File: src/verilog/tbeic_cfg.svh
// Offsets, field positions, reset values and command codes of the timer control block
// Assumes an 8-bit register port with a 6-bit byte address
`ifndef TBEIC_CFG_SVH
`define TBEIC_CFG_SVH

// ***********************************************
// Register offsets
// ***********************************************
`define TBEIC_A_CTRL_CLR 6'h04
`define TBEIC_A_CTRL_SET 6'h05
`define TBEIC_A_BV_CLR 6'h06
`define TBEIC_A_BV_SET 6'h07
`define TBEIC_A_EVCTL 6'h09
`define TBEIC_A_IEN 6'h0a
`define TBEIC_A_IFLAG 6'h0b
`define TBEIC_A_DBG 6'h0e
`define TBEIC_A_TEMP 6'h0f
`define TBEIC_A_CNT 6'h20
`define TBEIC_A_PER 6'h26
`define TBEIC_A_CMP 6'h28
`define TBEIC_A_PERBUF 6'h36
`define TBEIC_A_CMPBUF 6'h38

// ***********************************************
// Field positions
// ***********************************************
`define TBEIC_B_DIR 0
`define TBEIC_B_LOCK 1
`define TBEIC_B_CMD 2
`define TBEIC_B_EV_EN 0
`define TBEIC_B_EV_ACT 1
`define TBEIC_B_WRAP 0
`define TBEIC_B_CMPF 4
`define TBEIC_B_DBG_RUN 0

// ***********************************************
// Reset values and commands
// ***********************************************
`define TBEIC_RST_PER 16'hffff
`define TBEIC_RST_WORD 16'h0000
`define TBEIC_RST_BYTE 8'h00
`define TBEIC_CMD_UPDATE 2'h1

`endif

File: src/verilog/tbeic_pkg.sv
// Types shared by the timer control block
// Assumes the constants header is included where offsets are needed
package tbeic_pkg;

   typedef enum logic [1:0] {
      ev_rising_count = 2'b00,
      ev_edge_count = 2'b01,
      ev_level_gate = 2'b10,
      ev_direction_control = 2'b11
   } tbeic_event_action_t;

   typedef enum logic [2:0] {
      wg_normal = 3'b000,
      wg_frequency = 3'b001,
      wg_rsv2 = 3'b010,
      wg_single_slope = 3'b011,
      wg_rsv4 = 3'b100,
      wg_dual_top = 3'b101,
      wg_dual_both = 3'b110,
      wg_dual_bottom = 3'b111
   } tbeic_wave_t;

   // One register port access
   typedef struct packed {
      logic wr;
      logic rd;
      logic [5:0] addr;
      logic [7:0] wdata;
   } tbeic_bus_t;

   // Whole state of the block
   typedef struct packed {
      logic [15:0] cnt;
      logic [15:0] per;
      logic [15:0] per_staging;
      logic [2:0][15:0] cmp;
      logic [2:0][15:0] cmp_staging;
      logic [3:0] buffer_valid;
      logic update_lock;
      logic dir;
      tbeic_event_action_t event_action;
      logic event_count_enable;
      logic [3:0] irq_enable;
      logic [3:0] irq_flag;
      logic run_when_halted;
      logic [7:0] temp;
      logic event_prev;
      logic [7:0] rdata;
   } tbeic_state_t;

endpackage : tbeic_pkg

File: src/verilog/tbeic_timer_ctrl.sv
// Control, buffering, event counting and flag logic of a 16-bit timer/counter
// Assumes all inputs are synchronous to clk (event system, prescaler and debug logic on the same clock)
`timescale 1ns/1ps
`include "tbeic_cfg.svh"

// What this block does
// - Lock bit blocks buffer transfer on update
// - Direction bit: 0 counts up, 1 down
// - Hardware and software both drive direction
// - Write one to clear buffer-valid flags
// - Write one to set; both addresses read flags
// - Compare buffer write sets flag, update clears
// - Period buffer write sets flag, update clears
// - Event action 0 rising, 1 any edge
// - Action 2 counts ticks while event high
// - Action 3 ticks, event selects direction
// - Event count enable gates event counting
// - Compare interrupt enables at bits 4-6
// - Wrap interrupt enable at bit 0
// - Compare flag set on counter match
// - Compare flags cleared only by software
// - Wrap flag set per mode, software clears
// - Halt in debug break; events ignored except action 3 direction
// - One shared temp byte, software accessible
// - Counter low byte base, high plus one
// - Bus write to counter beats counting
// - Update loads compares unless locked
// - Period buffer stages period, sets valid
module tbeic_timer_ctrl
   import tbeic_pkg::*;
(
   input wire logic clk,
   input wire logic rst_n,
   input wire tbeic_bus_t bus,
   output logic [7:0] reg_rdata,
   input wire logic [2:0] waveform_select,
   input wire logic timer_enable,
   input wire logic prescale_tick,
   input wire logic event_in,
   input wire logic debug_break,
   output logic [2:0] compare_irq,
   output logic wrap_irq,
   output logic [15:0] counter_value,
   output logic count_down
);

   // ***********************************************
   // Word addresses of the wide registers
   // ***********************************************
   localparam logic [4:0] word_cnt = 5'(`TBEIC_A_CNT >> 1);
   localparam logic [4:0] word_per = 5'(`TBEIC_A_PER >> 1);
   localparam logic [4:0] word_cmp = 5'(`TBEIC_A_CMP >> 1);
   localparam logic [4:0] word_perbuf = 5'(`TBEIC_A_PERBUF >> 1);
   localparam logic [4:0] word_cmpbuf = 5'(`TBEIC_A_CMPBUF >> 1);

   // ***********************************************
   // State
   // ***********************************************
   tbeic_state_t s;
   tbeic_state_t next_s;
   tbeic_wave_t wave;
   logic halted;
   logic ev_step;
   logic step;
   logic down;
   logic [15:0] top_val;
   logic at_top;
   logic at_bot;
   logic dual;
   logic hit_top;
   logic hit_bot;
   logic upd;
   logic force_upd;
   logic ctrl_wr;
   logic xfer;
   logic wrap_pass;
   logic [3:0] wsel;
   logic wide;
   logic [15:0] wval;
   logic [15:0] wnew;

   assign wave = tbeic_wave_t'(waveform_select);

   // ***********************************************
   // Wide register decode
   // ***********************************************
   // 0 counter, 1 period, 2-4 compares, 5 period staging, 6-8 compare staging
   always_comb begin
      wsel = 4'h0;
      wide = 1'b1;
      case (bus.addr[5:1])
         word_cnt: wsel = 4'h0;
         word_per: wsel = 4'h1;
         word_cmp: wsel = 4'h2;
         word_cmp + 5'h1: wsel = 4'h3;
         word_cmp + 5'h2: wsel = 4'h4;
         word_perbuf: wsel = 4'h5;
         word_cmpbuf: wsel = 4'h6;
         word_cmpbuf + 5'h1: wsel = 4'h7;
         word_cmpbuf + 5'h2: wsel = 4'h8;
         default: wide = 1'b0;
      endcase
   end

   always_comb begin
      case (wsel)
         4'h0: wval = s.cnt;
         4'h1: wval = s.per;
         4'h2: wval = s.cmp[0];
         4'h3: wval = s.cmp[1];
         4'h4: wval = s.cmp[2];
         4'h5: wval = s.per_staging;
         4'h6: wval = s.cmp_staging[0];
         4'h7: wval = s.cmp_staging[1];
         4'h8: wval = s.cmp_staging[2];
         default: wval = `TBEIC_RST_WORD;
      endcase
   end

   // High byte from the bus, low byte from the shared temp
   assign wnew = {bus.wdata, s.temp};

   // ***********************************************
   // Counting source
   // ***********************************************
   always_comb begin
      // Events seen while halted are dropped, not queued
      halted = debug_break & ~s.run_when_halted;
      case (s.event_action)
         ev_rising_count: ev_step = event_in & ~s.event_prev;
         ev_edge_count: ev_step = event_in ^ s.event_prev;
         ev_level_gate: ev_step = prescale_tick & event_in;
         ev_direction_control: ev_step = prescale_tick;
         default: ev_step = 1'b0;
      endcase
      step = timer_enable & ~halted & (s.event_count_enable ? ev_step : prescale_tick);
      if (s.event_count_enable && s.event_action == ev_direction_control) begin
         down = event_in;
      end else begin
         down = s.dir;
      end
   end

   // ***********************************************
   // Update and wrap conditions
   // ***********************************************
   always_comb begin
      top_val = (wave == wg_frequency) ? s.cmp[0] : s.per;
      at_top = ~down & (s.cnt == top_val);
      at_bot = down & (s.cnt == `TBEIC_RST_WORD);
      // Reserved codes fall in with the family of their upper bit
      dual = waveform_select[2];
      // A single-slope wrap passes top and bottom in the same step
      wrap_pass = step & ~dual & (at_top | at_bot);
      hit_top = (step & at_top) | wrap_pass;
      hit_bot = (step & at_bot) | wrap_pass;
      case (wave)
         wg_normal, wg_frequency: upd = hit_top | hit_bot;
         default: upd = hit_bot;
      endcase
      ctrl_wr = bus.wr & ((bus.addr == `TBEIC_A_CTRL_CLR) | (bus.addr == `TBEIC_A_CTRL_SET));
      force_upd = ctrl_wr & (bus.wdata[`TBEIC_B_CMD +: 2] == `TBEIC_CMD_UPDATE);
      // Lock holds back both the copy and the valid-flag clear
      xfer = (upd | force_upd) & ~s.update_lock;
   end

   // ***********************************************
   // Next state
   // ***********************************************
   always_comb begin
      next_s = s;
      // Edge history follows the line even while halted
      next_s.event_prev = event_in;

      // Counter and hardware direction
      if (s.event_count_enable && s.event_action == ev_direction_control) begin
         next_s.dir = event_in;
      end
      if (step) begin
         if (dual) begin
            if (at_top) begin
               next_s.cnt = s.cnt - 16'h0001;
               next_s.dir = 1'b1;
            end else if (at_bot) begin
               next_s.cnt = s.cnt + 16'h0001;
               next_s.dir = 1'b0;
            end else if (down) begin
               next_s.cnt = s.cnt - 16'h0001;
            end else begin
               next_s.cnt = s.cnt + 16'h0001;
            end
         end else begin
            if (at_top) begin
               next_s.cnt = `TBEIC_RST_WORD;
            end else if (at_bot) begin
               next_s.cnt = top_val;
            end else if (down) begin
               next_s.cnt = s.cnt - 16'h0001;
            end else begin
               next_s.cnt = s.cnt + 16'h0001;
            end
         end
      end

      // Buffer transfer on update
      if (xfer) begin
         if (s.buffer_valid[0]) begin
            next_s.per = s.per_staging;
            next_s.buffer_valid[0] = 1'b0;
         end
         for (int n = 0; n < 3; n++) begin
            if (s.buffer_valid[n + 1]) begin
               next_s.cmp[n] = s.cmp_staging[n];
               next_s.buffer_valid[n + 1] = 1'b0;
            end
         end
      end

      // Software side of flags and registers; hardware sets follow so they win
      if (bus.wr) begin
         case (bus.addr)
            `TBEIC_A_CTRL_CLR: begin
               if (bus.wdata[`TBEIC_B_LOCK]) begin
                  next_s.update_lock = 1'b0;
               end
               if (bus.wdata[`TBEIC_B_DIR]) begin
                  next_s.dir = 1'b0;
               end
            end
            `TBEIC_A_CTRL_SET: begin
               if (bus.wdata[`TBEIC_B_LOCK]) begin
                  next_s.update_lock = 1'b1;
               end
               if (bus.wdata[`TBEIC_B_DIR]) begin
                  next_s.dir = 1'b1;
               end
            end
            `TBEIC_A_BV_CLR: next_s.buffer_valid = next_s.buffer_valid & ~bus.wdata[3:0];
            `TBEIC_A_BV_SET: next_s.buffer_valid = next_s.buffer_valid | bus.wdata[3:0];
            `TBEIC_A_EVCTL: begin
               next_s.event_count_enable = bus.wdata[`TBEIC_B_EV_EN];
               next_s.event_action = tbeic_event_action_t'(bus.wdata[`TBEIC_B_EV_ACT +: 2]);
            end
            `TBEIC_A_IEN: begin
               next_s.irq_enable[3:1] = bus.wdata[`TBEIC_B_CMPF +: 3];
               next_s.irq_enable[0] = bus.wdata[`TBEIC_B_WRAP];
            end
            `TBEIC_A_IFLAG: begin
               next_s.irq_flag[3:1] = s.irq_flag[3:1] & ~bus.wdata[`TBEIC_B_CMPF +: 3];
               next_s.irq_flag[0] = s.irq_flag[0] & ~bus.wdata[`TBEIC_B_WRAP];
            end
            `TBEIC_A_DBG: next_s.run_when_halted = bus.wdata[`TBEIC_B_DBG_RUN];
            `TBEIC_A_TEMP: next_s.temp = bus.wdata;
            default: begin
               if (wide && !bus.addr[0]) begin
                  next_s.temp = bus.wdata;
               end else if (wide) begin
                  case (wsel)
                     4'h0: next_s.cnt = wnew;
                     4'h1: next_s.per = wnew;
                     4'h2: next_s.cmp[0] = wnew;
                     4'h3: next_s.cmp[1] = wnew;
                     4'h4: next_s.cmp[2] = wnew;
                     4'h5: begin
                        next_s.per_staging = wnew;
                        next_s.buffer_valid[0] = 1'b1;
                     end
                     4'h6: begin
                        next_s.cmp_staging[0] = wnew;
                        next_s.buffer_valid[1] = 1'b1;
                     end
                     4'h7: begin
                        next_s.cmp_staging[1] = wnew;
                        next_s.buffer_valid[2] = 1'b1;
                     end
                     4'h8: begin
                        next_s.cmp_staging[2] = wnew;
                        next_s.buffer_valid[3] = 1'b1;
                     end
                     default: next_s.temp = s.temp;
                  endcase
               end
            end
         endcase
      end

      // Hardware flag sets
      for (int n = 0; n < 3; n++) begin
         if (step && s.cnt == s.cmp[n]) begin
            next_s.irq_flag[n + 1] = 1'b1;
         end
      end
      case (wave)
         wg_normal, wg_frequency, wg_dual_top: begin
            if (hit_top) begin
               next_s.irq_flag[0] = 1'b1;
            end
         end
         wg_dual_both: begin
            if (hit_top || hit_bot) begin
               next_s.irq_flag[0] = 1'b1;
            end
         end
         default: begin
            if (hit_bot) begin
               next_s.irq_flag[0] = 1'b1;
            end
         end
      endcase

      // Read path, one cycle after the strobe
      next_s.rdata = `TBEIC_RST_BYTE;
      if (bus.rd) begin
         case (bus.addr)
            `TBEIC_A_CTRL_CLR, `TBEIC_A_CTRL_SET: begin
               next_s.rdata[`TBEIC_B_LOCK] = s.update_lock;
               next_s.rdata[`TBEIC_B_DIR] = s.dir;
            end
            `TBEIC_A_BV_CLR, `TBEIC_A_BV_SET: next_s.rdata[3:0] = s.buffer_valid;
            `TBEIC_A_EVCTL: begin
               next_s.rdata[`TBEIC_B_EV_EN] = s.event_count_enable;
               next_s.rdata[`TBEIC_B_EV_ACT +: 2] = s.event_action;
            end
            `TBEIC_A_IEN: begin
               next_s.rdata[`TBEIC_B_CMPF +: 3] = s.irq_enable[3:1];
               next_s.rdata[`TBEIC_B_WRAP] = s.irq_enable[0];
            end
            `TBEIC_A_IFLAG: begin
               next_s.rdata[`TBEIC_B_CMPF +: 3] = s.irq_flag[3:1];
               next_s.rdata[`TBEIC_B_WRAP] = s.irq_flag[0];
            end
            `TBEIC_A_DBG: next_s.rdata[`TBEIC_B_DBG_RUN] = s.run_when_halted;
            `TBEIC_A_TEMP: next_s.rdata = s.temp;
            default: begin
               if (wide && !bus.addr[0]) begin
                  next_s.rdata = wval[7:0];
                  // A direct temp write in the same cycle keeps its byte
                  if (!(bus.wr && bus.addr == `TBEIC_A_TEMP)) begin
                     next_s.temp = wval[15:8];
                  end
               end else if (wide) begin
                  next_s.rdata = s.temp;
               end
            end
         endcase
      end
   end

   // ***********************************************
   // Registers
   // ***********************************************
   always_ff @(posedge clk or negedge rst_n) begin
      if (!rst_n) begin
         // Period pair resets to all ones, everything else to zero
         s <= '0;
         s.per <= `TBEIC_RST_PER;
         s.per_staging <= `TBEIC_RST_PER;
      end else begin
         s <= next_s;
      end
   end

   // ***********************************************
   // Outputs
   // ***********************************************
   assign reg_rdata = s.rdata;
   // Requests are flag and enable, with no extra delay
   assign compare_irq = s.irq_flag[3:1] & s.irq_enable[3:1];
   assign wrap_irq = s.irq_flag[0] & s.irq_enable[0];
   assign counter_value = s.cnt;
   assign count_down = s.dir;

endmodule : tbeic_timer_ctrl

File: config.mk
export PLATFORM = sky130hd
export DESIGN_NAME = tbeic_timer_ctrl
export DESIGN_NICKNAME = d
export VERILOG_FILES = /design/src/verilog/tbeic_pkg.sv /design/src/verilog/tbeic_timer_ctrl.sv
export VERILOG_INCLUDE_DIRS = /design/src /design/src/verilog
export SDC_FILE = /design/constraint.sdc
export NUM_CORES = 1
export LEC_CHECK = 0
export BUFFER_PORTS_ARGS = -buffer_cell sky130_fd_sc_hd__buf_2
export CAP_MARGIN = 20
export CORE_ASPECT_RATIO = 0.5
export CORE_UTILIZATION = 40
export CTS_CLUSTER_SIZE = 28
export DETAILED_ROUTE_END_ITERATION = 12
export PLACE_DENSITY_LB_ADDON = 0.15
export SLEW_MARGIN = 15
export SYNTH_ARGS = -nofsm -noshare
export SYNTH_HDL_FRONTEND = slang
export SYNTH_SLANG_ARGS = --single-unit
File: constraint.sdc
create_clock -name clk -period 3.1 [get_ports clk]
set_clock_uncertainty 0.2 [all_clocks]
set_input_delay 0.62 -clock clk [delete_from_list [all_inputs] [get_ports clk]]
set_output_delay 0.62 -clock clk [all_outputs]
set_load 0.03 [all_outputs]
### Word level (Yosys, flattened, before mapping)

Index checks and enable logic that the tools add are counted.

| operators by class | value |
|---|---|
| add/subtract/negate cells | 2 |
| equality and inequality tests | 39 |
| multiplexer cells | 75 |
| bitwise operators | 38 |
| reductions and logical operators | 42 |

Operator list:

| cell | number |
|---|---|
| 2-to-1 mux 16 bit | 22 |
| 2-to-1 mux 148 bit | 2 |
| 2-to-1 mux 170 bit | 1 |
| 2-to-1 mux 144 bit | 1 |
| case mux 16 bit (9 select lines) | 1 |
| equality test 16 bit | 4 |
| 2-to-1 mux 8 bit | 8 |
| 2-to-1 mux 48 bit | 1 |
| equality test 5 bit (second input constant) | 9 |
| case mux 4 bit (8 select lines) | 1 |
| equality test 6 x 4 -> 1 bit (second input constant) | 5 |
| equality test 6 x 3 -> 1 bit (second input constant) | 4 |
| 2-to-1 mux 1 bit | 23 |
| AND reduction 5 bit | 4 |
| OR reduction 9 bit | 2 |
| adder 16 x 1 -> 16 bit (second input constant) | 1 |
| AND 1 bit | 16 |
| equality test 4 x 3 -> 1 bit (second input constant) | 4 |
| zero test 16 bit | 1 |
| case mux 8 bit (2 select lines) | 1 |
| subtractor 16 x 1 -> 16 bit (second input constant) | 1 |
| nonzero test 2 bit | 7 |
| 2-to-1 mux 4 bit | 3 |
| case mux 3 bit (4 select lines) | 1 |
| 38 further kinds | 73 |

| storage, ports and cells | value |
|---|---|
| flip-flop bits (word level) | 179 |
| logic and storage cells | 219 |

### Depth between registers and ports, before layout

| logic depth | value |
|---|---|
| word-level depth | 22 |
| mapped depth | 12 |
| mapped depth without buffers | 10 |

### Worst setup path before layout

OpenSTA, ideal clock, no wires.

| path | value |
|---|---|
| path type | input port to flip-flop |
| start point | input port waveform_select[2] |
| end point | register s[121] (netlist name) |
| arrival time | 3.258 ns |
| required time | 2.763 ns |
| setup slack | -0.496 ns |
| stages on the path | 10 |
| buffers on the path | 2 |
| cells stage by stage | nor3b_2 clkbuf_1 mux2i_1 o211ai_1 a2111oi_2 nand4_4 a211oi_4 buf_6 mux2i_1 a21oi_1 |

RTL lines:

| element | RTL line | text |
|---|---|---|
| start: declaration | tbeic_timer_ctrl.sv:36 | `input wire logic [2:0] waveform_select,` |
| end signal: assignment | tbeic_timer_ctrl.sv:359 | `s <= next_s;` |
| end: declaration | tbeic_timer_ctrl.sv:59 | `tbeic_state_t s;` |

==> results.toml <==
[outcome]
status = "finished, final reports clean"

[die]
ioPinCount = 54
die_height_um = 122
coreArea_um2 = 28000
chipWidth_um = 242
initial_core_util = 0.411
die-area_um2 = 29500
rows = 43

[finish]
fill_cells = 2636
final_nets = 1377
layout-drive-gt1-share = 0.284
syn2layout_area_growth_pct = 20.2
fin_util = 0.495
antenna_cells = 0

[clock_tree]
clkLatencyLatePin_ps = 470
cts-buffers-inserted = 17
clockBufferDepth = 2
cts_tree = "done"
clock_sinks = 179
cts_root_buf = "clkbuf_16"
htree_levels = 4
cts.clk_slew.worst_paths_ps = 70

[min_path]
min_path_type = "in2reg"

[pwr]
power_leakage_nw = 5.91
power_mw = 8.74
pwr_density_cell_nw_per_um2 = 631
max-vdd-ir-drop_uv = 438

[placement]
place_congestion = 1.02
hpwl_um = 35400
io_buffers = 53

[routing]
routed_wirelength_um = 48200
viasPerCell = 6.27
num_vias = 10936
drt_iter0_drc = 1297
drcViolationCount = 0
drt-wirelength-per-cell_um = 27.6
ant_nets = 0
dr.pass1.iters = 5

[worst_setup_path]
endpoint = "s[148]$_DFF_PN1_"
reg2reg_from = "s[157]$_DFF_PN1_"
critPathMaxFanout = 8
r2r-end = "s[148]$_DFF_PN1_"
reg2reg_slack_ps = 60
cp_slowest_stage_delay_ps = 380
endpoint_kind = "flop"
r2r.worst_path.cells = 10
crit_family = "compound AO/OA/AOI/OAI gates"
path_class = "in2reg"
crit_slowest_cell = "a211oi_4"
path_buf_inv = 5
worst-endpoint-required_ps = 3300
startpoint = "waveform_select[2]"
arrival_ps = 3290
cp_num_cells = 13
cp-start-kind = "input port"
cp_cell_sequence = "buf_8 -> nor3b_4 -> buf_6 -> clkbuf_16 -> nand2_4 -> o32a_1 -> a2111oi_4 -> nand4_4 -> a211oi_4 -> buf_12 -> mux2i_4 -> a21oi_2 -> buf_4"

[timing]
slew_viol_final = 0
worst_pin_slew_ps = 733
relSlewSlack = 0.512
finalCriticalPeriod_ps = 3100
finalCritPeriodShare = 0.999
rsz0062_at_grt = "yes"
timing.fmax_mhz = 323
hold_viol = 0
setup_viol = 0

[job]
drv_cap = 0

[yosys]
synth_edf_count = 0
synthTopCellsByArea = "dfrtp_1, mux2i_1, dfstp_2, mux2_2, a21oi_1"
synthSimpleGateAreaFrac = 0.148
yosysSeqAreaShare = 0.393
netlist_instances = 1240
synth-compound-area-share = 0.205
synth_fa_ha_area_frac = 0.00326
synth-async-reset-ratio = 1.00
syn-cell-area_um2 = 11500
synth_top_area_frac = 0.320
synth_ff_type = "dfrtp_1"
muxShareOfSynthArea = 0.144
ys_ff_latch = 179
synth_top_family_by_area = "compound AO/OA/AOI/OAI gates"
syn_avg_cell_area_um2 = 9.28
synth_xor_area_frac = 0.0449
synth_nets = 1268
yosysTopAreaCell = "dfrtp_1"
synthDistinctLibCells = 73
yosysWarnings = 0

[grt]
antenna_found_initial = 1
grt_overflow = 0
grt_pass1_wl_um = 69800
grt_usage = 0.329
grt_start_max_net_pins = 61
first_global_vias = 10245
==> kinds of logic (layout without fill, tap and decap cells) <==
logic type,after synthesis,in the layout
and+or+nand+nor,347,347
AOI/OAI and AO/OA,341,341
DFF,179,179
muxes,157,157
buffers and inverters,154,276
xor gates and xnor gates,59,59
adders and majority gates,3,3
==> report_power, final <==
part	internal [mW]	total, mW	switching, mW
Clock	1.10	2.24	1.13
Sequential	2.67	3.26	0.594
Combinational	1.23	3.24	2.00
==> synthesized netlist by cell type, drive strengths merged, types with 11 or more instances <==
| library cell | number |
|---|---|
| and3 | 17 |
| nand3 | 34 |
| a21oi | 105 |
| nand2b | 12 |
| inv | 27 |
| xor2 | 45 |
| xnor2 | 14 |
| mux2i | 86 |
| dfstp | 32 |
| nand2 | 101 |
| and2 | 11 |
| a22oi | 47 |
| buf | 44 |
| o22ai | 13 |
| nor4 | 13 |
| mux2 | 71 |
| a221oi | 24 |
| nor3 | 13 |
| nor2 | 85 |
| o21ai | 50 |
| dfrtp | 147 |
| nor2b | 23 |
| clkbuf | 82 |
==> sequential cells by signal, summed over array words and instances, names as in the netlist <==
name / flops
s: 154
counter_value: 16
reg_rdata: 8
count_down: 1
==> routing by layer <==
| metal | vias up | global-route usage | wire length, µm |
|---|---|---|---|
| li1 | 4758 | - | - |
| met1 | 5530 | 0.491 | 22500 |
| met2 | 588 | 0.457 | 19300 |
| met3 | 60 | 0.103 | 5560 |
| met4 | 0 | 0.0728 | 816 |
| met5 | - | 0 | 0 |
==> cell type report <==
type | count | area [µm²] | area share
Sequential cell | 179 | 4520 | 0.327
Tap cell | 382 | 478 | 0.0345
Timing Repair Buffer | 216 | 1740 | 0.126
Clock buffer | 18 | 439 | 0.0317
Multi-Input combinational cell | 907 | 6400 | 0.462
Inverter | 28 | 105 | 0.00759
Clock inverter | 14 | 155 | 0.0112
==> stage by stage <==
stage	std cells	setup WS (ps)	hold slack [ps]	TNS (ps)	instance area [µm²]
after global routing	1744	-84.4	135	-1880	13800
after CTS	1736	10.8	123	0	13600
final	1744	3.91	141	0	13800
after global placement	1703	-470	281	-30060	13000
after detailed placement	1703	-585	295	-39150	13000
after floorplan	1240	-254	124	-10260	11500
==> worst register-to-register path, cell delays in order (launching register included) <==
cell       delay (ps)
dfstp_2           610
inv_1              60
a221oi_1          250
o211ai_1          210
a2111oi_4         380
nand4_4           270
a211oi_4          380
buf_12            190
mux2i_4           230
a21oi_2            60
buf_4             130
==> what timing repair did <==
action                                  CTS  global route
endpoints found under the hold margin    47             0
cloned                                    0             2
setup buffers                             0             7
endpoints found under the setup margin   56            61
gates resized for setup                   4            23
pin swaps                                 0            10
hold buffers                              1             0
==> cells in the final DEF, fill, tap and decap left out, types with 6 or more instances in the layout <==
| cell type | n |
|---|---|
| nor2_1 | 84 |
| nand4_1 | 9 |
| a22o_1 | 6 |
| nor4_1 | 12 |
| a21oi_1 | 103 |
| buf_4 | 142 |
| nor2b_1 | 23 |
| o211ai_1 | 8 |
| nor3_1 | 12 |
| o221ai_1 | 9 |
| nand2_1 | 100 |
| nand3_1 | 34 |
| nand3b_1 | 8 |
| dfrtp_1 | 146 |
| mux2i_1 | 82 |
| a221oi_1 | 22 |
| inv_1 | 27 |
| nand2b_1 | 12 |
| a222oi_1 | 8 |
| o21ai_0 | 48 |
| dfstp_2 | 32 |
| o22ai_1 | 13 |
| buf_2 | 50 |
| mux2_2 | 71 |
| a22oi_1 | 47 |
| a31oi_1 | 10 |
| xnor2_1 | 14 |
| buf_12 | 14 |
| and3_1 | 17 |
| xor2_1 | 45 |
| clkbuf_16 | 19 |
| and2_1 | 11 |
==> how the worst min path moves through the flow <==
stage / start / to / slack (ps) / depth (start not counted)
floorplan: rst_n / count_down$_DFF_PN0_ / 120 / 0
global placement: s[135]$_DFFE_PN1P_ / s[135]$_DFFE_PN1P_ / 280 / 2
detailed placement: s[136]$_DFFE_PN1P_ / s[136]$_DFFE_PN1P_ / 290 / 2
CTS: event_in / s[8]$_DFF_PN0_ / 120 / 1
global route: event_in / s[8]$_DFF_PN0_ / 130 / 1
finish: event_in / s[8]$_DFF_PN0_ / 140 / 1
Power figures use the tool's default switching activity.
